## src/design/sbrp_defines.svh

```systemverilog
// constants for the slow-bus register access port
// Notes on behaviour
// - data path is one byte wide; each data phase moves one byte.
// - single bytes and multi-byte bursts accepted, reads and writes.
// - both bytes of the 16-bit config word may move in one burst.
// - reads wait three cycles before first byte, two before each next.
// - writes wait two cycles before first byte, one before each next.
// - leave idle on strobe low and select; direction picks path.
// - ready low throughout every data phase and at no other time.
// - early ready raised in the cycle before each data phase.
// - write data phase decodes two byte selects into one of four strobes.
// - strobed register captures bus byte on the next rising edge.
// - reads mux the addressed register byte and drive it on the bus.
// - read drive only during reads of this port, while bus is free.
// - transceiver controls come from outside; never drive against it.
`ifndef SBRP_DEFINES_SVH
`define SBRP_DEFINES_SVH

`define SBRP_DATA_W 8
`define SBRP_NUM_REGS 4
`define SBRP_WAIT_W 2
`define SBRP_RD_WAIT_FIRST 2'h3
`define SBRP_RD_WAIT_NEXT 2'h2
`define SBRP_WR_WAIT_FIRST 2'h2
`define SBRP_WR_WAIT_NEXT 2'h1
`define SBRP_WAIT_LAST 2'h1
`define SBRP_REG_RESET 8'h00
`define SBRP_BEAT_W 3
`define SBRP_BEAT_ZERO 3'h0
`define SBRP_BEAT_ONE 3'h1
`define SBRP_XCVR_TO_SLOW 1'b1

`endif

```

## src/design/sbrp_pkg.sv

```systemverilog
// types and helpers shared by the slow-bus register access port
`include "sbrp_defines.svh"

package sbrp_pkg;

    typedef enum logic [1:0] {
        SBRP_ST_IDLE,
        SBRP_ST_WAIT,
        SBRP_ST_DATA
    } sbrp_state_t;

    // processor side of the slow bus, sampled on ref_clk_i
    typedef struct packed {
        logic addr_strobe_n;
        logic port_sel;
        logic write_not_read;
        logic burst_last_n;
        logic byte_sel_bit1_n;
        logic byte_sel_bit0_n;
    } sbrp_bus_t;

    // transceiver controls made by neighbouring logic
    typedef struct packed {
        logic xcvr_direction;
        logic xcvr_output_enable_n;
    } sbrp_xcvr_t;

    typedef logic [`SBRP_DATA_W-1:0] sbrp_byte_t;
    typedef logic [`SBRP_NUM_REGS-1:0][`SBRP_DATA_W-1:0] sbrp_regs_t;

    // active-low byte selects into a register index
    function automatic logic [1:0] sbrp_reg_index(input sbrp_bus_t b);
        sbrp_reg_index = {~b.byte_sel_bit1_n, ~b.byte_sel_bit0_n};
    endfunction

endpackage

```

## src/design/sbrp_regfile.sv

```systemverilog
// the four byte registers reached through the access port
`timescale 1ns/1ps
`include "sbrp_defines.svh"

module sbrp_regfile
    import sbrp_pkg::*;
(
    input wire logic ref_clk_i, // processor clock
    input wire logic reset_n_i, // sync reset, active low
    input wire logic [`SBRP_NUM_REGS-1:0] wr_strobe_i, // one-hot load
    input wire sbrp_pkg::sbrp_byte_t wr_data_i, // byte from bus
    output sbrp_pkg::sbrp_regs_t regs_o // register contents
);
    import sbrp_pkg::*;

    sbrp_regs_t regs_ff;
    sbrp_regs_t nxt_regs;

    always_comb begin
        nxt_regs = regs_ff;
        for (int i = 0; i < `SBRP_NUM_REGS; i++) begin
            if (wr_strobe_i[i]) begin
                nxt_regs[i] = wr_data_i;
            end
        end
    end

    always_ff @(posedge ref_clk_i) begin
        if (!reset_n_i) begin
            for (int i = 0; i < `SBRP_NUM_REGS; i++) begin
                regs_ff[i] <= `SBRP_REG_RESET;
            end
        end else begin
            regs_ff <= nxt_regs;
        end
    end

    assign regs_o = regs_ff;

endmodule

```

## src/design/sbrp_port.sv

```systemverilog
// slow-bus register access controller with its byte registers
`timescale 1ns/1ps
`include "sbrp_defines.svh"

module sbrp_port
    import sbrp_pkg::*;
(
    input wire logic ref_clk_i, // processor clock
    input wire logic reset_n_i, // sync reset, active low
    input wire sbrp_pkg::sbrp_bus_t bus_i, // processor control
    input wire sbrp_pkg::sbrp_xcvr_t xcvr_i, // transceiver controls
    input wire sbrp_pkg::sbrp_byte_t data_i, // slow data bus in
    output sbrp_pkg::sbrp_byte_t data_o, // slow data bus out
    output logic data_oe_n_o, // bus drive enable, low drives
    output logic ready_n_o, // ready to processor
    output logic early_ready_o, // next cycle is data phase
    output logic in_data_phase_o, // data phase in progress
    output logic [`SBRP_NUM_REGS-1:0] wr_strobe_o, // register loads
    output sbrp_pkg::sbrp_regs_t regs_o, // register contents
    output logic [2*`SBRP_DATA_W-1:0] config_word_o, // regs 1:0
    output logic busy_o, // access under way
    output logic [`SBRP_BEAT_W-1:0] beat_count_o // bytes done in burst
);
    import sbrp_pkg::*;

    // the processor bus is on ref_clk_i, so no synchronisers are used
    sbrp_state_t state_ff;
    sbrp_state_t nxt_state;
    logic [`SBRP_WAIT_W-1:0] wait_ff;
    logic [`SBRP_WAIT_W-1:0] nxt_wait;
    logic write_ff;
    logic nxt_write;
    logic [`SBRP_BEAT_W-1:0] beat_ff;
    logic [`SBRP_BEAT_W-1:0] nxt_beat;
    logic access_start;

    assign access_start = !bus_i.addr_strobe_n && bus_i.port_sel;

    // ---- access sequencer ----
    always_comb begin
        nxt_state = state_ff;
        nxt_wait = wait_ff;
        nxt_write = write_ff;
        nxt_beat = beat_ff;
        case (state_ff)
            SBRP_ST_IDLE: begin
                if (access_start) begin
                    nxt_state = SBRP_ST_WAIT;
                    nxt_write = bus_i.write_not_read;
                    nxt_beat = `SBRP_BEAT_ZERO;
                    if (bus_i.write_not_read) begin
                        nxt_wait = `SBRP_WR_WAIT_FIRST;
                    end else begin
                        nxt_wait = `SBRP_RD_WAIT_FIRST;
                    end
                end
            end
            SBRP_ST_WAIT: begin
                if (wait_ff == `SBRP_WAIT_LAST) begin
                    nxt_state = SBRP_ST_DATA;
                end else begin
                    nxt_wait = wait_ff - `SBRP_WAIT_LAST;
                end
            end
            SBRP_ST_DATA: begin
                // one byte per data phase on the 8-bit path
                nxt_beat = beat_ff + `SBRP_BEAT_ONE;
                if (bus_i.burst_last_n) begin
                    // bursts keep going, e.g. both config bytes
                    nxt_state = SBRP_ST_WAIT;
                    if (write_ff) begin
                        nxt_wait = `SBRP_WR_WAIT_NEXT;
                    end else begin
                        nxt_wait = `SBRP_RD_WAIT_NEXT;
                    end
                end else begin
                    nxt_state = SBRP_ST_IDLE;
                end
            end
            default: begin
                nxt_state = SBRP_ST_IDLE;
            end
        endcase
    end

    always_ff @(posedge ref_clk_i) begin
        if (!reset_n_i) begin
            state_ff <= SBRP_ST_IDLE;
            wait_ff <= `SBRP_WR_WAIT_NEXT;
            write_ff <= 1'b0;
            beat_ff <= `SBRP_BEAT_ZERO;
        end else begin
            state_ff <= nxt_state;
            wait_ff <= nxt_wait;
            write_ff <= nxt_write;
            beat_ff <= nxt_beat;
        end
    end

    // ---- handshake to the processor ----
    assign in_data_phase_o = (state_ff == SBRP_ST_DATA);
    assign ready_n_o = !in_data_phase_o;
    // lets the shared ready logic line up with the data phase
    assign early_ready_o = (state_ff == SBRP_ST_WAIT) &&
                           (nxt_state == SBRP_ST_DATA);
    assign busy_o = (state_ff != SBRP_ST_IDLE);
    assign beat_count_o = beat_ff;

    // ---- write strobes ----
    always_comb begin
        wr_strobe_o = '0;
        if (in_data_phase_o && write_ff) begin
            wr_strobe_o[sbrp_reg_index(bus_i)] = 1'b1;
        end
    end

    sbrp_regfile u_regfile (
        .ref_clk_i (ref_clk_i),
        .reset_n_i (reset_n_i),
        .wr_strobe_i (wr_strobe_o),
        .wr_data_i (data_i),
        .regs_o (regs_o)
    );

    assign config_word_o = {regs_o[1], regs_o[0]};

    // ---- read data path ----
    sbrp_byte_t rd_data_ff;
    sbrp_byte_t nxt_rd_data;
    logic drive_ff;
    logic nxt_drive;

    // byte selects are stable during the waits, so the mux settles
    // before the data phase on every byte of a burst
    always_comb begin
        nxt_rd_data = regs_o[sbrp_reg_index(bus_i)];
        nxt_drive = (nxt_state != SBRP_ST_IDLE) && !nxt_write;
    end

    always_ff @(posedge ref_clk_i) begin
        if (!reset_n_i) begin
            rd_data_ff <= `SBRP_REG_RESET;
            drive_ff <= 1'b0;
        end else begin
            rd_data_ff <= nxt_rd_data;
            drive_ff <= nxt_drive;
        end
    end

    assign data_o = rd_data_ff;
    // live gate: drivers drop at once if the transceiver turns toward
    // the slow bus, at the cost of a combinational path to the pad
    assign data_oe_n_o = !(drive_ff && (xcvr_i.xcvr_direction !=
                           `SBRP_XCVR_TO_SLOW));

endmodule

```

## config.mk

```make
export PLATFORM = sky130hd
export DESIGN_NAME = sbrp_port
export DESIGN_NICKNAME = d
export VERILOG_FILES = /design/src/design/sbrp_pkg.sv /design/src/design/sbrp_regfile.sv /design/src/design/sbrp_port.sv
export VERILOG_INCLUDE_DIRS = /design/src /design/src/design
export SDC_FILE = /design/constraint.sdc
export NUM_CORES = 1
export LEC_CHECK = 0
export ABC_AREA = 1
export BUFFER_PORTS_ARGS = -buffer_cell sky130_fd_sc_hd__buf_2
export CORE_MARGIN = 8
export CORE_UTILIZATION = 40
export DETAILED_ROUTE_END_ITERATION = 6
export PLACE_DENSITY = 0.76
export SYNTH_ARGS = -nofsm -noshare
export SYNTH_HDL_FRONTEND = slang
export SYNTH_SLANG_ARGS = --single-unit
```

## constraint.sdc

```tcl
create_clock -name ref_clk_i -period 2.25 [get_ports ref_clk_i]
set_clock_uncertainty 0.15 [all_clocks]
set_input_delay 0.45 -clock ref_clk_i [delete_from_list [all_inputs] [get_ports ref_clk_i]]
set_output_delay 0.45 -clock ref_clk_i [all_outputs]
set_load 0.02 [all_outputs]
```

---- Word level (Yosys, flattened, before mapping) ----
Index checks and enable logic that the tools add are counted.
storage, ports and cells
  bits in writable memories ............... 0
  output and inout bits ................... 68
  logic and storage cells ................. 60
  bits of input ports ..................... 18
  ROM bits ................................ 0
  memories ................................ 0
  register bits ........................... 49
  latch bits .............................. 0
cells by class
  eq/ne operators ......................... 7
  order comparisons ....................... 2
  add/subtract/negate cells ............... 2
  reductions and logical operators ........ 17
  multiplexer cells ....................... 19
  shifts and indexed selects .............. 0
  bitwise gates (word level) .............. 3
  divide/modulo/power cells ............... 0
  multiply operators ...................... 0
operators with widths
  cell                                                  number
  binary-select mux 8 bit (select 2 bit)                1
  2-to-1 mux 2 bit                                      6
  one-hot mux 2 bit (3 select lines)                    2
  2-to-1 mux 8 bit                                      1
  logical AND 1 bit                                     6
  != test 2 bit (second input constant)                 3
  one-hot mux 3 bit (2 select lines)                    1
  nonzero test 2 bit                                    3
  2-to-1 mux 1 bit                                      5
  equality test 2 x 1 -> 1 bit (second input constant)  2
  equality test 2 bit (second input constant)           2
  logical NOT 1 bit                                     4
  2-to-1 mux 4 bit                                      1
  AND reduction 4 bit                                   1
  adder 3 x 1 -> 3 bit (second input constant)          1
  < comparator 2 x 3 -> 1 bit (second input constant)   1
  2-to-1 mux 3 bit                                      1
  NOT 1 bit                                             3
  nonzero test 3 bit                                    1
  demux 1 bit (select 2 bit)                            1
  >= comparator 2 x 1 -> 1 bit (second input constant)  1
  logical NOT 2 bit                                     1
  AND reduction 2 bit                                   1
  subtractor 2 x 1 -> 2 bit (second input constant)     1

---- Depth between registers and ports, before layout ----
  word-level depth ........................ 6
  mapped depth ............................ 9
  depth with buffers taken out ............ 9

---- Cells and area by module ----
A second synthesis with hierarchy kept.
second synthesis, totals
  cell total of the unflattened synthesis .. 336
  area total of the unflattened synthesis .. 2,454.9 um^2
modules (own cells, without submodules)
  module        area each (um^2)  cells each  instances
  sbrp_regfile  1,285.0           179         1
  sbrp_port     1,169.9           157         1

---- Worst setup path before layout ----
Ideal clock, no wire load.
  kind .................................... register -> output
  start ................................... register state_ff[0]
  end ..................................... output early_ready_o
  path slack .............................. 267 ps
  arrival time ............................ 1,383 ps
  buffers on the path ..................... 0
  cell stages (with the launch flop) ...... 8
  cell sequence ........................... dfxtp_1 -> inv_1 -> ha_1 -> nand2_1 -> nand2_1 -> inv_1 -> nand2_1 -> a21oi_1
between the ends
  word-level cells in the longest chain between the ends .. 4
  elaborated cells on any way between the ends .. 8
  classes of those cells .................. eq/ne (3); mux (3); reduce/logical (2)
ends and longest elaborated chain
  element                             RTL line          text
  from (decl)                         sbrp_port.sv:27   sbrp_state_t state_ff;
  from (signal assigned)              sbrp_port.sv:93   state_ff <= nxt_state;
  equality test 2 bit                 -
  via in_data_phase_o                 sbrp_port.sv:17   output logic in_data_phase_o,
  one-hot mux 2 bit (3 select lines)  sbrp_port.sv:45   case (state_ff)
  equality test 2 bit                 sbrp_port.sv:105  (nxt_state == SBRP_ST_DATA);
  logical AND 1 bit                   sbrp_port.sv:104  assign early_ready_o = (state_ff == SBRP_ST_WAIT) &&
  to (decl)                           sbrp_port.sv:16   output logic early_ready_o,
The timed path passes the listed nets, and every way through them passes these cells.

---- Final worst setup path ----
  start ................................... register state_ff[0]
  end ..................................... output early_ready_o
between the ends
  word-level cells in the longest chain between the ends .. 4
  elaborated cells on any way between the ends .. 8
  classes of those cells .................. eq/ne (3); mux (3); reduce/logical (2)
ends and longest elaborated chain
  element                                            RTL line
  equality test 2 bit, or another cell as far along  sbrp_port.sv:45
  one-hot mux 2 bit (3 select lines)                 sbrp_port.sv:45
  equality test 2 bit                                sbrp_port.sv:105
  logical AND 1 bit *                                sbrp_port.sv:104
Every way passes the cells marked *; elsewhere a longest branch is shown, timed or not.

==> flow_metrics.py <==
metrics = {
    "global_routing": {
        "grtUsageMet1_pct": 16.09,
        "use_met2_pct": 23.84,
        "antenna_found_initial": 0,
        "busiest_layer": "met2",
        "grt_start_max_net_pins": 25,
        "overflow": 0,
        "grt_pass1_wl_mm": 9.936,
        "use_met3_pct": 4.808,
        "grt_usage_pct": 14.23,
        "grt_pass1_vias": 2041,
    },
    "critical_path": {
        "path_max_fanout": 4,
        "worstPathRequired_ps": 1650,
        "crit_path_start_kind": "flip-flop",
        "crit-reg2reg-capture": "u_regfile.regs_o[5]",
        "ff2ff_setup_slack_ps": 640,
        "r2r-start": "state_ff[0]",
        "arrival_ps": 1500,
        "critPathLaunch": "state_ff[0]",
        "rr_worst_depth": 7,
        "end_kind": "primary output",
        "critPathCapture": "early_ready_o",
        "worstSetupPathType": "reg -> out",
    },
    "synth": {
        "ys_types": 25,
        "yosysMostFrequentCell": "dfxtp_1",
        "synth_fa_ha_area_share_pct": 3.263,
        "yosys_warnings": 0,
        "synth_top_family_by_area": "simple AND/OR/NAND/NOR gates",
        "synth_compound_area_share_pct": 18.16,
        "yosys-top-cells-area": "dfxtp_1, nor2_1, buf_4",
        "synthFlopType": "dfxtp_1",
        "synth-xor-area-share_pct": 0.3806,
        "synth.top_cells.by_count": "dfxtp_1, nor2_1, inv_1",
        "muxShareOfSynthArea_pct": 0,
        "ys_seq_area_share_pct": 42.63,
        "yosys.area_share.simple_pct": 20.17,
        "async_reset_ff_share_pct": 0,
        "avgSynthCellArea_um2": 7.800,
        "synth_nets": 319,
        "ys_ff_latch": 49,
        "synth_top_cell_area_share_pct": 42.63,
        "synth_top_cell_by_area": "dfxtp_1",
        "synth_area_um2": 2301,
        "synth_edf_count": 0,
        "syn_inst": 295,
    },
    "final_layout": {
        "nNetsFinal": 383,
        "fin_util_pct": 49.41,
        "area_growth_pct": 18.98,
        "n_antenna_cell": 0,
        "drive_gt1_share_pct": 34.17,
        "fillers": 564,
        "fin_cells": 432,
    },
    "sta": {
        "finalHoldViolCount": 0,
        "fin_crit_sh_pct": 93.40,
        "fin_crit_ps": 2102,
        "slew_headroom_pct": 72.82,
        "setup_tns_ps": 0,
        "setup_viol": 0,
        "fmax_mhz": 475.8,
        "grt_setup_unrepaired": "false",
        "slew_violations": 0,
        "tightestPinTransition_ps": 407.3,
    },
    "power_and_ir_drop": {
        "power_frac_seq_pct": 56.2,
        "combPwrFrac_pct": 12.8,
        "switching_share_pct": 26.79,
        "p_clk_share_pct": 31.1,
        "power.density_nw_per_um2": 583.5,
        "power_leakage_nw": 1.333,
        "fin_total_pwr_mw": 1.597,
        "peakVddDrop_mv": 0.2681,
        "p_int_mw": 1.169,
        "p_switching_mw": 0.4279,
    },
    "place": {
        "io_buffer_count": 84,
        "dp_hpwl_mm": 4.838,
        "placed_cells": 424,
        "gp_congestion": 0.8691,
    },
    "floorplanning": {
        "start_util_pct": 41.53,
        "dieArea_um2": 8436,
        "io_pins": 86,
        "rows": 27,
        "core_area_um2": 5540,
        "die_h_um": 91.85,
        "dieWidth_um": 91.85,
    },
    "outcome": {
        "outcome": "complete, no violations",
    },
    "clock_tree": {
        "cts_buffers": 5,
        "clockRootBuffer": "clkbuf_8",
        "cts_hold_repair.buffers": 0,
        "cts_tree": "done",
        "cts_htree_levels": 2,
        "cts_sinks": 49,
        "clock_path_buffers": 2,
        "clock_latency_ps": 300,
        "clk_pin_slew_ps": 90,
    },
    "routing": {
        "drtIter0Drc": 86,
        "wl_per_cell_um": 14.31,
        "vias": 2091,
        "ant_nets": 0,
        "drt-total-wl_mm": 6.180,
        "avgViaCountPerCell": 4.840,
        "drc": 0,
        "drt_pass1_iterations": 4,
    },
    "job": {
        "cap_viol_max_count": 0,
    },
    "min_path": {
        "hold_path_class": "in -> reg",
    },
}
## cells by family after synthesis
kind of cell | after synthesis
DFF | 49
AOI/OAI and AO/OA | 71
buffers and inverters | 66
xor gates and xnor gates | 1
adders and majority gates | 6
and+or+nand+nor | 102
## layout make-up
type,instances,area [um2],share of cell area [%]
Tap cell,72,90.09,3.291
Clock inverter,2,10.01,0.3656
Timing Repair Buffer,85,430.4,15.72
Clock buffer,6,72.57,2.651
Inverter,38,142.6,5.210
Sequential cell,49,983.4,35.92
Multi-Input combinational cell,180,1008,36.84
## routing by layer
| layer | vias to the layer above | wire length (um) |
|---|---|---|
| met3 | 7 | 444 |
| met4 | 0 | 98 |
| met2 | 59 | 3086 |
| met5 | - | 0 |
| li1 | 1074 | - |
| met1 | 951 | 2550 |
## critical path: stages (launching register included)
cell	delay [ps]
dfxtp_2	390
inv_2	80
ha_4	170
nand3_2	90
nand2_1	50
inv_1	50
nand2_1	60
a21oi_1	140
buf_4	160
## layout by cell type, fill, tap and decap left out, types with 7 or more instances in the layout
cell / instances
a21oi_1: 13
a21oi_2: 7
buf_2: 83
dfxtp_1: 47
inv_1: 30
inv_2: 8
nand2_1: 23
nand3_1: 20
nor2_1: 48
o21ai_0: 22
o21ai_1: 14
o22ai_1: 7
## sequential cells by signal (all words and copies together), names as in the netlist
| name | flops |
|---|---|
| beat_count_o | 3 |
| data_o | 8 |
| u_regfile.regs_o | 32 |
| write_ff | 1 |
| state_ff | 2 |
| drive_ff | 1 |
| wait_ff | 2 |
## power by group through the flow
stage	sequential (mW)	combinational, mW	clock, mW
3_5_place_dp	0.914	0.186	0
2_1_floorplan	0.914	0.131	0
4_1_cts	0.894	0.187	0.505
5_1_grt	0.900	0.231	0.540
3_3_place_gp	0.913	0.182	0
6_report	0.897	0.204	0.496
## timing repair
action,4_1_cts,5_1_grt
resized for setup,0,12
buffers inserted,0,0
setup endpoints to repair,0,5
## per-stage QoR
| step | area, um2 | hold WS, ps | setup slack [ps] |
|---|---|---|---|
| after floorplan | 2301 | 313.8 | 266.9 |
| after global placement | 2608 | 306.7 | 274.9 |
| after detailed placement | 2608 | 313.3 | 263.4 |
| after CTS | 2690 | 294.0 | 12.96 |
| after global routing | 2738 | 303.2 | 28.28 |
| final | 2738 | 304.5 | 148.5 |
## worst min-delay path by stage
stage / startpoint / end / slack (ps) / cells after the start
CTS: data_i[1] / u_regfile.regs_o[9] / 290 / 3
detailed placement: u_regfile.regs_o[21] / u_regfile.regs_o[21] / 310 / 2
finish: data_i[3] / u_regfile.regs_o[19] / 300 / 3
global placement: u_regfile.regs_o[28] / u_regfile.regs_o[28] / 310 / 2
floorplan: wait_ff[0] / wait_ff[0] / 310 / 2
global route: data_i[0] / u_regfile.regs_o[8] / 300 / 3
Power figures use the tool's default switching activity.
